### src/shared/iplr_pkg.sv
// constants, field layout and carrier types for the interrupt priority level register bank
//
// Summary of operation
// - code 00 masks, 01..11 give levels 0..2
// - every field resets to the masked code
// - selectable levels are exactly 0, 1, 2
// - reserved bits read zero, ignore writes
// - register three bits 5-4: CAN error level
// - register three bits 3-2: CAN bus-off level
// - register four holds three serial-peripheral levels
// - register four bits 5-0: port A, B, C
// - register five 15-12: decoder 1 index, home/watchdog
// - register five holds four async serial 1 levels
// - register five bits 1-0: serial-peripheral 0 tx empty
// - register six 15-8: timer C0, D3, D2, D1
// - registers four to six are 16 bits at offsets 4..6
// - register six 7-0: timer D0, reserved, decoder 0
package iplr_pkg;

  // ---------------------------------------------------------------
  // bus geometry
  // ---------------------------------------------------------------
  localparam int ADDR_W = 4;
  localparam int DATA_W = 16;

  // ---------------------------------------------------------------
  // register offsets (word offsets from the controller base)
  // ---------------------------------------------------------------
  localparam logic [ADDR_W-1:0] OFS_LEVEL_THREE = 4'h3;
  localparam logic [ADDR_W-1:0] OFS_LEVEL_FOUR  = 4'h4;
  localparam logic [ADDR_W-1:0] OFS_LEVEL_FIVE  = 4'h5;
  localparam logic [ADDR_W-1:0] OFS_LEVEL_SIX   = 4'h6;
  localparam logic [ADDR_W-1:0] OFS_PEND_LOW    = 4'he;
  localparam logic [ADDR_W-1:0] OFS_PEND_HIGH   = 4'hf;

  // ---------------------------------------------------------------
  // writable-bit masks, one per level register, and one reset value shared by all four
  // ---------------------------------------------------------------
  localparam int NUM_REGS = 4;
  localparam logic [DATA_W-1:0] MASK_THREE = 16'h003c;
  localparam logic [DATA_W-1:0] MASK_FOUR  = 16'hfc3f;
  localparam logic [DATA_W-1:0] MASK_FIVE  = 16'hff3f;
  localparam logic [DATA_W-1:0] MASK_SIX   = 16'hffcf;
  localparam logic [DATA_W-1:0] RESET_WORD = 16'h0000;

  // ---------------------------------------------------------------
  // field codes and levels
  // ---------------------------------------------------------------
  localparam logic [1:0] CODE_MASKED = 2'h0;
  localparam logic [1:0] LEVEL_MAX   = 2'h2;

  // ---------------------------------------------------------------
  // source map: register slot (0 = three .. 3 = six) and field lsb
  // ---------------------------------------------------------------
  localparam int NUM_SRC = 22;
  localparam int PEND_HIGH_W = NUM_SRC - DATA_W;
  localparam logic [1:0] SRC_SLOT [NUM_SRC] = '{
    2'h0, 2'h0,                          // can error, can bus-off
    2'h1, 2'h1, 2'h1, 2'h1, 2'h1, 2'h1,  // serial periph, ports a..c
    2'h2, 2'h2, 2'h2, 2'h2, 2'h2, 2'h2, 2'h2,
    2'h3, 2'h3, 2'h3, 2'h3, 2'h3, 2'h3, 2'h3
  };
  localparam logic [3:0] SRC_LSB [NUM_SRC] = '{
    4'h4, 4'h2,
    4'he, 4'hc, 4'ha, 4'h4, 4'h2, 4'h0,
    4'he, 4'hc, 4'ha, 4'h8, 4'h4, 4'h2, 4'h0,
    4'he, 4'hc, 4'ha, 4'h8, 4'h6, 4'h2, 4'h0
  };

  // ---------------------------------------------------------------
  // carriers
  // ---------------------------------------------------------------
  typedef struct packed {
    logic              wr;
    logic              rd;
    logic [ADDR_W-1:0] addr;
    logic [DATA_W-1:0] wdata;
  } iplr_bus_req_t;

  typedef struct packed {
    logic       active;
    logic [1:0] level;
  } iplr_fwd_t;

endpackage : iplr_pkg

### src/core/iplr_top.sv
// priority level register bank for registers three (tail) to six with request forwarding
//
// The address-and-strobe port was chosen for this implementation.
`timescale 1ns/10ps
`default_nettype none
module iplr_top (
  input  wire logic                            clk_sys_i,
  input  wire logic                            reset_i,
  input  wire iplr_pkg::iplr_bus_req_t         bus_req_i,
  output logic      [iplr_pkg::DATA_W-1:0]     rdata_o,
  input  wire logic [iplr_pkg::NUM_SRC-1:0]    src_req_i,
  output iplr_pkg::iplr_fwd_t [iplr_pkg::NUM_SRC-1:0] fwd_o,
  output logic                                 any_fwd_o,
  output logic      [1:0]                      max_level_o
);
  import iplr_pkg::*;

  // ---------------------------------------------------------------
  // helper functions
  // ---------------------------------------------------------------

  // field code to forwarding tag; 00 never forwards, others map
  // one below the code so the range stops at level 2
  function automatic iplr_fwd_t decode_code(input logic [1:0] code);
    iplr_fwd_t res;
    res.active = (code != CODE_MASKED);
    res.level  = (code == CODE_MASKED) ? 2'h0 : code - 2'h1;
    return res;
  endfunction : decode_code

  // pick one 2-bit field out of a register word
  function automatic logic [1:0] pick_field(
    input logic [DATA_W-1:0] word,
    input logic [3:0]        lsb
  );
    logic [DATA_W-1:0] shifted;
    shifted = word >> lsb;
    return shifted[1:0];
  endfunction : pick_field

  // ---------------------------------------------------------------
  // address decode
  // ---------------------------------------------------------------
  logic [NUM_REGS-1:0] hit_reg;
  logic                hit_pend_low;
  logic                hit_pend_high;
  logic                hit_any;
  logic [NUM_REGS-1:0] wr_reg;

  // word offsets: slot 0..3 stand at offsets three to six
  assign hit_reg[0]    = (bus_req_i.addr == OFS_LEVEL_THREE);
  assign hit_reg[1]    = (bus_req_i.addr == OFS_LEVEL_FOUR);
  assign hit_reg[2]    = (bus_req_i.addr == OFS_LEVEL_FIVE);
  assign hit_reg[3]    = (bus_req_i.addr == OFS_LEVEL_SIX);
  assign hit_pend_low  = (bus_req_i.addr == OFS_PEND_LOW);
  assign hit_pend_high = (bus_req_i.addr == OFS_PEND_HIGH);
  assign hit_any       = (|hit_reg) | hit_pend_low | hit_pend_high;

  // writes to status or unmapped offsets are dropped silently
  assign wr_reg = hit_reg & {NUM_REGS{bus_req_i.wr}};

  // ---------------------------------------------------------------
  // register words
  // ---------------------------------------------------------------
  logic [DATA_W-1:0] reg_word [NUM_REGS];

  // register three: only bits 5-2 belong to this bank
  iplr_level_word #(
    .WMASK (MASK_THREE)
  ) u_word_three (
    .clk_sys_i (clk_sys_i),
    .reset_i   (reset_i),
    .wr_en_i   (wr_reg[0]),
    .wdata_i   (bus_req_i.wdata),
    .word_o    (reg_word[0])
  );

  // register four: reserved bits 9-6
  iplr_level_word #(
    .WMASK (MASK_FOUR)
  ) u_word_four (
    .clk_sys_i (clk_sys_i),
    .reset_i   (reset_i),
    .wr_en_i   (wr_reg[1]),
    .wdata_i   (bus_req_i.wdata),
    .word_o    (reg_word[1])
  );

  // register five: reserved bits 7-6
  iplr_level_word #(
    .WMASK (MASK_FIVE)
  ) u_word_five (
    .clk_sys_i (clk_sys_i),
    .reset_i   (reset_i),
    .wr_en_i   (wr_reg[2]),
    .wdata_i   (bus_req_i.wdata),
    .word_o    (reg_word[2])
  );

  // register six: reserved bits 5-4
  iplr_level_word #(
    .WMASK (MASK_SIX)
  ) u_word_six (
    .clk_sys_i (clk_sys_i),
    .reset_i   (reset_i),
    .wr_en_i   (wr_reg[3]),
    .wdata_i   (bus_req_i.wdata),
    .word_o    (reg_word[3])
  );

  // ---------------------------------------------------------------
  // named level fields, as the core side sees them
  // ---------------------------------------------------------------
  logic [1:0] can_error_level;
  logic [1:0] can_bus_off_level;
  logic [1:0] serial_periph0_rx_full_level;
  logic [1:0] serial_periph1_tx_empty_level;
  logic [1:0] serial_periph1_rx_full_level;
  logic [1:0] port_a_pin_level;
  logic [1:0] port_b_pin_level;
  logic [1:0] port_c_pin_level;
  logic [1:0] decoder1_index_level;
  logic [1:0] decoder1_home_watchdog_level;
  logic [1:0] async_serial1_rx_full_level;
  logic [1:0] async_serial1_rx_error_level;
  logic [1:0] async_serial1_tx_idle_level;
  logic [1:0] async_serial1_tx_empty_level;
  logic [1:0] serial_periph0_tx_empty_level;
  logic [1:0] timer_grp_c_ch0_level;
  logic [1:0] timer_grp_d_ch3_level;
  logic [1:0] timer_grp_d_ch2_level;
  logic [1:0] timer_grp_d_ch1_level;
  logic [1:0] timer_grp_d_ch0_level;
  logic [1:0] decoder0_index_level;
  logic [1:0] decoder0_home_watchdog_level;
  logic [1:0] field_code [NUM_SRC];

  // each source field is pulled by its slot and lsb from the map
  generate
    for (genvar s = 0; s < NUM_SRC; s++) begin : g_field
      assign field_code[s] = pick_field(reg_word[SRC_SLOT[s]], SRC_LSB[s]);
    end
  endgenerate

  // register three tail
  assign can_error_level               = field_code[0];
  assign can_bus_off_level             = field_code[1];
  // register four
  assign serial_periph0_rx_full_level  = field_code[2];
  assign serial_periph1_tx_empty_level = field_code[3];
  assign serial_periph1_rx_full_level  = field_code[4];
  assign port_a_pin_level              = field_code[5];
  assign port_b_pin_level              = field_code[6];
  assign port_c_pin_level              = field_code[7];
  // register five
  assign decoder1_index_level          = field_code[8];
  assign decoder1_home_watchdog_level  = field_code[9];
  assign async_serial1_rx_full_level   = field_code[10];
  assign async_serial1_rx_error_level  = field_code[11];
  assign async_serial1_tx_idle_level   = field_code[12];
  assign async_serial1_tx_empty_level  = field_code[13];
  assign serial_periph0_tx_empty_level = field_code[14];
  // register six
  assign timer_grp_c_ch0_level         = field_code[15];
  assign timer_grp_d_ch3_level         = field_code[16];
  assign timer_grp_d_ch2_level         = field_code[17];
  assign timer_grp_d_ch1_level         = field_code[18];
  assign timer_grp_d_ch0_level         = field_code[19];
  assign decoder0_index_level          = field_code[20];
  assign decoder0_home_watchdog_level  = field_code[21];

  // forwarding decodes the named fields, so each source name is the one
  // place where its request meets its register bits
  logic [1:0] named_code [NUM_SRC];

  assign named_code[0]  = can_error_level;
  assign named_code[1]  = can_bus_off_level;
  assign named_code[2]  = serial_periph0_rx_full_level;
  assign named_code[3]  = serial_periph1_tx_empty_level;
  assign named_code[4]  = serial_periph1_rx_full_level;
  assign named_code[5]  = port_a_pin_level;
  assign named_code[6]  = port_b_pin_level;
  assign named_code[7]  = port_c_pin_level;
  assign named_code[8]  = decoder1_index_level;
  assign named_code[9]  = decoder1_home_watchdog_level;
  assign named_code[10] = async_serial1_rx_full_level;
  assign named_code[11] = async_serial1_rx_error_level;
  assign named_code[12] = async_serial1_tx_idle_level;
  assign named_code[13] = async_serial1_tx_empty_level;
  assign named_code[14] = serial_periph0_tx_empty_level;
  assign named_code[15] = timer_grp_c_ch0_level;
  assign named_code[16] = timer_grp_d_ch3_level;
  assign named_code[17] = timer_grp_d_ch2_level;
  assign named_code[18] = timer_grp_d_ch1_level;
  assign named_code[19] = timer_grp_d_ch0_level;
  assign named_code[20] = decoder0_index_level;
  assign named_code[21] = decoder0_home_watchdog_level;

  // ---------------------------------------------------------------
  // request forwarding
  // ---------------------------------------------------------------
  iplr_fwd_t [NUM_SRC-1:0] fwd_r;
  iplr_fwd_t [NUM_SRC-1:0] fwd_nxt;

  // a request passes only when its field is not masked; a masked
  // source keeps a zero tag so the core never sees stale levels
  generate
    for (genvar s = 0; s < NUM_SRC; s++) begin : g_fwd
      iplr_fwd_t dec;
      assign dec = decode_code(named_code[s]);
      assign fwd_nxt[s].active = src_req_i[s] & dec.active;
      assign fwd_nxt[s].level  = fwd_nxt[s].active ? dec.level : 2'h0;
    end
  endgenerate

  // one register stage keeps the tags glitch free toward the core
  always_ff @(posedge clk_sys_i or posedge reset_i) begin
    if (reset_i) begin
      fwd_r <= '0;
    end else begin
      fwd_r <= fwd_nxt;
    end
  end

  assign fwd_o = fwd_r;

  // ---------------------------------------------------------------
  // summary of forwarded requests
  // ---------------------------------------------------------------
  logic       any_nxt;
  logic [1:0] max_nxt;
  logic       any_r;
  logic [1:0] max_r;

  // highest level among the forwarded set; no vectoring here
  always_comb begin
    any_nxt = 1'b0;
    max_nxt = 2'h0;
    for (int s = 0; s < NUM_SRC; s++) begin
      if (fwd_nxt[s].active) begin
        any_nxt = 1'b1;
        if (fwd_nxt[s].level > max_nxt) begin
          max_nxt = fwd_nxt[s].level;
        end
      end
    end
  end

  // registered alongside the tags so both change on the same edge
  always_ff @(posedge clk_sys_i or posedge reset_i) begin
    if (reset_i) begin
      any_r <= 1'b0;
      max_r <= 2'h0;
    end else begin
      any_r <= any_nxt;
      max_r <= (max_nxt > LEVEL_MAX) ? LEVEL_MAX : max_nxt;
    end
  end

  assign any_fwd_o   = any_r;
  assign max_level_o = max_r;

  // ---------------------------------------------------------------
  // pending status words
  // ---------------------------------------------------------------
  logic [NUM_SRC-1:0]     pend_vec;
  logic [DATA_W-1:0]      pend_low_word;
  logic [DATA_W-1:0]      pend_high_word;

  // live forwarded set, as of the last clock edge
  generate
    for (genvar s = 0; s < NUM_SRC; s++) begin : g_pend
      assign pend_vec[s] = fwd_r[s].active;
    end
  endgenerate

  assign pend_low_word  = pend_vec[DATA_W-1:0];
  assign pend_high_word = {{(DATA_W-PEND_HIGH_W){1'b0}}, pend_vec[NUM_SRC-1:DATA_W]};

  // ---------------------------------------------------------------
  // read path
  // ---------------------------------------------------------------
  logic [DATA_W-1:0] rd_mux;
  logic [DATA_W-1:0] rdata_r;
  logic [DATA_W-1:0] rdata_nxt;

  // unmapped offsets answer zero; reserved bits are already zero
  // in the stored words, so no extra masking is needed here
  assign rd_mux = hit_reg[0]    ? reg_word[0] :
                  hit_reg[1]    ? reg_word[1] :
                  hit_reg[2]    ? reg_word[2] :
                  hit_reg[3]    ? reg_word[3] :
                  hit_pend_low  ? pend_low_word :
                  hit_pend_high ? pend_high_word :
                  16'h0000;

  // data stand only in the cycle after the read strobe
  assign rdata_nxt = (bus_req_i.rd & hit_any) ? rd_mux : 16'h0000;

  always_ff @(posedge clk_sys_i or posedge reset_i) begin
    if (reset_i) begin
      rdata_r <= 16'h0000;
    end else begin
      rdata_r <= rdata_nxt;
    end
  end

  assign rdata_o = rdata_r;

endmodule : iplr_top
`default_nettype wire

### src/core/iplr_level_word.sv
// one priority level register word with a fixed writable-bit mask
`timescale 1ns/10ps
`default_nettype none
module iplr_level_word
  import iplr_pkg::*;
#(
  parameter logic [iplr_pkg::DATA_W-1:0] WMASK = 16'h0000
) (
  input  wire logic                       clk_sys_i,
  input  wire logic                       reset_i,
  input  wire logic                       wr_en_i,
  input  wire logic [iplr_pkg::DATA_W-1:0] wdata_i,
  output logic      [iplr_pkg::DATA_W-1:0] word_o
);

  // ---------------------------------------------------------------
  // storage
  // ---------------------------------------------------------------
  logic [DATA_W-1:0] word_r;
  logic [DATA_W-1:0] word_nxt;

  // reserved positions never store, so they always read zero
  assign word_nxt = wr_en_i ? (wdata_i & WMASK) : word_r;

  // only a write or reset moves the word
  always_ff @(posedge clk_sys_i or posedge reset_i) begin
    if (reset_i) begin
      word_r <= RESET_WORD;
    end else begin
      word_r <= word_nxt;
    end
  end

  assign word_o = word_r;

endmodule : iplr_level_word
`default_nettype wire

### config.mk
export PLATFORM = sky130hd
export DESIGN_NAME = iplr_top
export DESIGN_NICKNAME = d
export VERILOG_FILES = /design/src/shared/iplr_pkg.sv /design/src/core/iplr_top.sv /design/src/core/iplr_level_word.sv
export SDC_FILE = /design/constraint.sdc
export NUM_CORES = 1
export LEC_CHECK = 0
export BUFFER_PORTS_ARGS = -buffer_cell sky130_fd_sc_hd__buf_2
export CORE_AREA = 2 2 164 118
export CTS_BUF_LIST = sky130_fd_sc_hd__clkbuf_4
export CTS_CLUSTER_DIAMETER = 150
export CTS_CLUSTER_SIZE = 20
export DETAILED_ROUTE_END_ITERATION = 12
export DIE_AREA = 0 0 166 120
export GPL_TIMING_DRIVEN = 0
export SLEW_MARGIN = 20
export SYNTH_ARGS = -nofsm -noshare
export SYNTH_HDL_FRONTEND = slang
export SYNTH_SLANG_ARGS = --single-unit
### constraint.sdc
create_clock -name clk_sys_i -period 50.3 [get_ports clk_sys_i]
set_input_delay 5.03 -clock clk_sys_i [delete_from_list [all_inputs] [get_ports clk_sys_i]]
set_output_delay 5.03 -clock clk_sys_i [all_outputs]
set_load 0.02 [all_outputs]
==> results of run 1 <==
per-layer routing:
layer	share of wire, %	routed length, um	up-vias	track usage (%)
li1	-	-	2832	-
met1	50	9770	2787	30.8
met2	41	7980	182	28.1
met3	8.7	1710	13	6.04
met4	0.66	130	2	3.91
met5	0.061	12	-	0
power by group through the flow:
stage | Clock [mW] | Sequential (mW) | Combinational [mW]
CTS | 0.0658 | 0.137 | 0.190
floorplan | 0 | 0.143 | 0.133
detailed placement | 0 | 0.139 | 0.188
global route | 0.0706 | 0.140 | 0.216
global placement | 0 | 0.139 | 0.184
finish | 0.0637 | 0.137 | 0.190
stage by stage:
stage	hold WS [ps]	instances	setup WS (ps)
after CTS	553	1129	24850
after global placement	527	1098	24560
after global routing	586	1129	23060
after detailed placement	535	1099	24300
final	568	1129	24700
after floorplan	478	727	27240
Yosys cell counts, types with 5 or more instances:
master,instances
o21ai_1,9
clkbuf_1,11
inv_1,84
o221ai_1,14
nand2_1,44
a21oi_1,34
o21a_1,11
nand3_1,24
nand3b_1,6
ha_1,63
mux2_2,54
nor2_1,69
or2_2,21
dfrtp_1,129
o22ai_1,9
nor2b_1,18
o21ai_0,23
a22oi_1,7
o31ai_1,5
mux2i_1,10
nor3_1,13
layout make-up:
class	instances	area (um2)	area share [%]
plain buffers	13	48.8	0.579
clock buffers	22	165	1.96
clock inverters	8	66.3	0.787
inverters	86	332	3.94
multi-input cells	499	3610	42.8
flip-flops and latches	129	3230	38.3
well taps	242	303	3.60
repair buffers	130	673	7.99
cells by family (layout without fill, tap and decap cells):
family	after synthesis	in the layout	synth area share, %
muxes	65	65	10.0
AOI/OAI and AO/OA	148	148	14.0
DFF	129	129	44.8
adders and majority gates	63	63	10.9
and+or+nand+nor	223	223	15.1
buffers and inverters	99	259	5.17
flip-flops by register name, summed over array words and instances (netlist names):
| name | flops |
|---|---|
| u_word_three.word_o | 4 |
| fwd_o | 66 |
| u_word_five.word_o | 14 |
| rdata_o | 16 |
| u_word_six.word_o | 14 |
| max_level_o | 2 |
| any_fwd_o | 1 |
| u_word_four.word_o | 12 |
worst min path at each step:
stage                                       startpoint            endpoint  slack [ps]
floorplan           u_word_three.word_o[4]$_DFFE_PP0P_  fwd_o[0]$_DFF_PP0_         480
global placement    u_word_three.word_o[4]$_DFFE_PP0P_  fwd_o[0]$_DFF_PP0_         530
detailed placement  u_word_three.word_o[4]$_DFFE_PP0P_  fwd_o[0]$_DFF_PP0_         540
CTS                 u_word_three.word_o[4]$_DFFE_PP0P_  fwd_o[0]$_DFF_PP0_         550
global route        u_word_three.word_o[4]$_DFFE_PP0P_  fwd_o[0]$_DFF_PP0_         590
finish              u_word_three.word_o[4]$_DFFE_PP0P_  fwd_o[0]$_DFF_PP0_         570
==> flow_summary.json, run 1 <==
{
  "fillers": 1791,
  "r2r_cells": 113,
  "cpPeakStageDelay_ps": 630,
  "htree_levels": 4,
  "ctsResizeCount": 0,
  "fin_skew_ps": 17.1,
  "synth-edff-count": 0,
  "setup_tns_ps": 0,
  "hold_violations": 0,
  "synth_area_mm2": 0.00721,
  "crit_family": "compound AO/OA/AOI/OAI gates",
  "power.net_switching_uw": 164,
  "slew_headroom_pct": 49.3,
  "yosys.area.top_type": "dfrtp_1",
  "p_leak_nw": 4.52,
  "cts_hold_buf": 0,
  "clk_path_buf_depth": 2,
  "clkTransAtPathRegs_ps": 110,
  "swShare_pct": 42.1,
  "maxCapViolCount": 0,
  "io_buffers": 129,
  "r2r_end": "max_level_o[0]$_DFF_PP0_",
  "gp_congestion": 0.873,
  "cts_root_buf": "clkbuf_4",
  "ios": 131,
  "async_flop_share_pct": 100,
  "syn_inst": 727,
  "mostFrequentLayoutCells": "129 x dfrtp_1, 129 x buf_2, 83 x inv_1",
  "vias_per_cell": 5.15,
  "synth_flop_cell": "dfrtp_1",
  "reg2reg_from": "u_word_three.word_o[4]$_DFFE_PP0P_",
  "clockPowerShare_pct": 16.3,
  "insertion_delay_ps": 540,
  "die_x_um": 166,
  "ys_top_cells_by_area": "dfrtp_1 45%, ha_1 11%, mux2_2 8.4%",
  "antenna_found_initial": 2,
  "crit_cells": 114,
  "avgSynthCellArea_um2": 9.91,
  "final_max_slew_viol_count": 0,
  "route.detailed.wl_per_inst_um": 17.4,
  "reg2reg_slack_ps": 28830,
  "dp_hpwl_mm": 15.6,
  "design_area_mm2": 0.00842,
  "start_kind": "primary input",
  "wirelength_mm": 19.6,
  "holdPathStages": 1,
  "cts.sinks": 129,
  "combPwrFrac_pct": 48.6,
  "initial_core_util_pct": 39.1,
  "finalNetCount": 985,
  "grt_pass1_vias": 5332,
  "power.density_mw_per_mm2": 46.4,
  "drtPass1Iterations": 5,
  "drc": 0,
  "required_ps": 50740,
  "core.rowCount": 42,
  "cp-end-kind": "register",
  "p_total_uw": 390,
  "synth_warnings": 0,
  "drt_iter0_markers": 436,
  "die-area_mm2": 0.0199,
  "postRouteAntennaNets": 0,
  "min_path_type": "reg2reg",
  "power_frac_seq_pct": 35.1,
  "syn_nets": 836,
  "critPathSlowestCell": "a221oi_1",
  "numCtsBuffers": 17,
  "cp.buffers_inverters": 16,
  "track_usage_pct": 20.2,
  "p_int_uw": 226,
  "cts_tree": "done",
  "crit_arrival_ps": 26040,
  "ir_worst_vdd_uv": 19.4,
  "crit_type": "in2reg",
  "grt_first_pass_wirelength_mm": 30.3,
  "fin_crit_sh_pct": 50.9,
  "crit_top_cell": "ha_1",
  "cp_max_fo": 5,
  "worst_pin_slew_ps": 759,
  "cts_setup_buffers": 0,
  "ys_ff_latch": 129,
  "vias": 5816,
  "yosysSeqAreaShare_pct": 44.8,
  "synth_top_area_share_pct": 44.8,
  "status": "complete, no violations",
  "fmax_ghz": 0.0391,
  "grt_remaining_overflow": 0,
  "antennaDiodeCount": 0,
  "grt_start_max_net_pins": 94,
  "cp-endpoint": "max_level_o[0]$_DFF_PP0_",
  "drive_gt1_share_pct": 28.0,
  "min_period_ps": 25600,
  "place_area_mm2": 0.00819,
  "rsz0062_at_grt": "false",
  "syn2layout_area_growth_pct": 16.9,
  "synth.distinct_cells": 58,
  "die_h_um": 120,
  "post-route-util_pct": 45.7,
  "core_mm2": 0.0184,
  "setup_viol": 0,
  "startpoint": "src_req_i[1]"
}
No activity file was read; power rests on OpenSTA's default activity.
==> run 2, diff against run 1 <==
--- a/config.mk
+++ b/config.mk
@@ -5,13 +5,14 @@
 export SDC_FILE = /design/constraint.sdc
 export NUM_CORES = 1
 export LEC_CHECK = 0
+export ABC_AREA = 1
 export BUFFER_PORTS_ARGS = -buffer_cell sky130_fd_sc_hd__buf_2
-export CORE_AREA = 2 2 164 118
+export CORE_AREA = 2 2 163 117
 export CTS_BUF_LIST = sky130_fd_sc_hd__clkbuf_4
 export CTS_CLUSTER_DIAMETER = 150
 export CTS_CLUSTER_SIZE = 20
 export DETAILED_ROUTE_END_ITERATION = 12
-export DIE_AREA = 0 0 166 120
+export DIE_AREA = 0 0 165 119
 export GPL_TIMING_DRIVEN = 0
 export SLEW_MARGIN = 20
 export SYNTH_ARGS = -nofsm -noshare
==> constraint.sdc (replaced) <==
create_clock -name clk_sys_i -period 21.4 [get_ports clk_sys_i]
set_input_delay 2.14 -clock clk_sys_i [delete_from_list [all_inputs] [get_ports clk_sys_i]]
set_output_delay 2.14 -clock clk_sys_i [all_outputs]
set_load 0.02 [all_outputs]
==> run 2 against run 1 <==
  * Setup slack worse by 21000 ps
  * Worst hold slack got worse by 50 ps
  * Clock skew increased by 3.1 ps
  * Via count increased by 2.6%
  * Cell count is 9.3% higher
  * Critical path type unchanged
==> flow_summary.json, run 2 <==
{
  "status": "complete, no violations",
  "vias_per_cell": 4.83,
  "setup_slack_ps": 4130,
  "yosys.area.top_type": "dfrtp_1",
  "reg2reg_slack_ps": 5360,
  "fin_cells": 1234,
  "synth-edff-count": 0,
  "synthSimpleGateAreaFrac_pct": 23.9,
  "synth.distinct_cells": 39,
  "core.rowCount": 42,
  "ctsResizeCount": 0,
  "synth.most_common_cell": "inv_1",
  "fin_crit_sh_pct": 80.7,
  "drtPass1Iterations": 5,
  "die-area_mm2": 0.0196,
  "antenna_found_initial": 1,
  "ir_worst_vdd_uv": 42.1,
  "synth-compound-area-share_pct": 10.4,
  "ys_top_cells_by_area": "dfrtp_1 45%, ha_1 11%, inv_1 7.7%",
  "place_area_mm2": 0.00811,
  "clkTransAtPathRegs_ps": 110,
  "synth_flop_cell": "dfrtp_1",
  "insertion_delay_ps": 560,
  "crit_type": "in2reg",
  "syn_nets": 938,
  "syn_inst": 829,
  "startpoint": "src_req_i[0]",
  "hold_end": "fwd_o[3]$_DFF_PP0_",
  "holdPathStages": 1,
  "min_period_ps": 17270,
  "setup_viol": 0,
  "place_ws_ps": 3540,
  "grt_pass1_vias": 5537,
  "yosysSeqAreaShare_pct": 45.3,
  "drive_gt1_share_pct": 24.2,
  "min_path_type": "reg2reg",
  "critPathSlowestCell": "ha_1",
  "cts_root_buf": "clkbuf_4",
  "reg2reg_from": "u_word_three.word_o[5]$_DFFE_PP0P_",
  "start_kind": "primary input",
  "p_leak_nw": 4.67,
  "finalNetCount": 1088,
  "worst_pin_slew_ps": 912,
  "synth.mux.area_fraction_pct": 0.158,
  "route.detailed.wl_per_inst_um": 16.1,
  "hp-start": "u_word_three.word_o[2]$_DFFE_PP0P_",
  "drc": 0,
  "required_ps": 21860,
  "syn2layout_area_growth_pct": 18.2,
  "dp_hpwl_mm": 15.8,
  "r2r_end": "max_level_o[0]$_DFF_PP0_",
  "track_usage_pct": 21.2,
  "cts.sinks": 129,
  "cp-end-kind": "register",
  "power.density_mw_per_mm2": 107,
  "synth_area_mm2": 0.00712,
  "die_h_um": 119,
  "vias": 5966,
  "cts_setup_buffers": 0,
  "crit_arrival_ps": 17720,
  "wirelength_mm": 19.8,
  "cts_tree": "done",
  "synth_xor_area_share_pct": 0,
  "grt_start_max_net_pins": 81,
  "drt_iter0_markers": 479,
  "antennaDiodeCount": 0,
  "hold_violations": 0,
  "initial_core_util_pct": 38.8,
  "p_total_uw": 902,
  "htree_levels": 4,
  "rsz0062_at_grt": "false",
  "cp_max_fo": 3,
  "grt_first_pass_wirelength_mm": 30.7,
  "largest_reg_flops": 66,
  "fmax_ghz": 0.0579,
  "async_flop_share_pct": 100,
  "dp_cells": 1202,
  "synthAdderAreaFrac_pct": 11.1,
  "clk_path_buf_depth": 2,
  "mostFrequentLayoutCells": "146 x nand2_1, 146 x inv_1, 130 x buf_2",
  "slew_headroom_pct": 38.7,
  "ios": 131,
  "grt_remaining_overflow": 0,
  "final_max_slew_viol_count": 0,
  "cpPeakStageDelay_ps": 290,
  "maxCapViolCount": 0,
  "gp_congestion": 0.880,
  "core_mm2": 0.0183,
  "die_x_um": 165,
  "setup_tns_ps": 0,
  "ys_ff_latch": 129,
  "avgSynthCellArea_um2": 8.59,
  "synth_commonest_cells": "147 x inv_1, 146 x nand2_1, 129 x dfrtp_1",
  "synth_top_area_share_pct": 45.3,
  "synth_top_family_by_area": "simple AND/OR/NAND/NOR gates",
  "design_area_mm2": 0.00842,
  "io_buffers": 130,
  "postRouteAntennaNets": 0,
  "fin_skew_ps": 20.2,
  "synth_warnings": 0,
  "cts_hold_buf": 0,
  "numCtsBuffers": 17,
  "r2r_cells": 133
}
[run 2: worst max-delay path by stage]
| stage | to | slack, ps |
|---|---|---|
| after floorplan | max_level_o[0]$_DFF_PP0_ | 5170 |
| after global placement | max_level_o[0]$_DFF_PP0_ | 3750 |
| after detailed placement | max_level_o[0]$_DFF_PP0_ | 3540 |
| after CTS | max_level_o[0]$_DFF_PP0_ | 4070 |
| after global routing | max_level_o[0]$_DFF_PP0_ | 2360 |
| final | max_level_o[0]$_DFF_PP0_ | 4130 |
[run 2: through the flow]
stage               hold slack (ps)  util (%)
global placement                487      44.0
CTS                             521      45.9
detailed placement              495      44.2
floorplan                       452         -
finish                          519      45.9
global route                    549      45.9
[run 2: final cells by class]
class | instances | area (um2)
Tap cell | 242 | 303
Timing Repair Buffer | 131 | 678
Buffer | 9 | 33.8
Multi-Input combinational cell | 528 | 3250
Fill cell | 1822 | 9920
Clock buffer | 19 | 143
Sequential cell | 129 | 3230
Clock inverter | 13 | 168
Inverter | 163 | 619
[run 2: layer usage]
metal	GRT usage (%)	vias up	part of all wire [%]
met5	0	-	0.066
met4	5.54	2	1.5
met3	5.71	32	8.1
met2	29.8	208	41
met1	31.9	2740	50
li1	-	2984	-
[run 2: worst max-delay path: cells and delay by family]
kind / cells / cell delay (ps)
simple gates: 76 / 7460
compound gates: 9 / 1510
buf+inv: 28 / 1630
fa+ha+maj: 21 / 4950
[run 2: cells by family after synthesis]
family / Yosys count
AND/OR/NAND/NOR: 348
multiplexers: 1
flip-flops: 129
buffers and inverters: 172
AO/OA/AOI/OAI: 116
adder cells (fa/ha/maj): 63
[run 2: power by group]
group | internal (mW) | total, mW | switching (mW)
logic | 0.152 | 0.405 | 0.253
registers | 0.277 | 0.311 | 0.0347
clock network | 0.0934 | 0.186 | 0.0923
total | 0.522 | 0.902 | 0.380
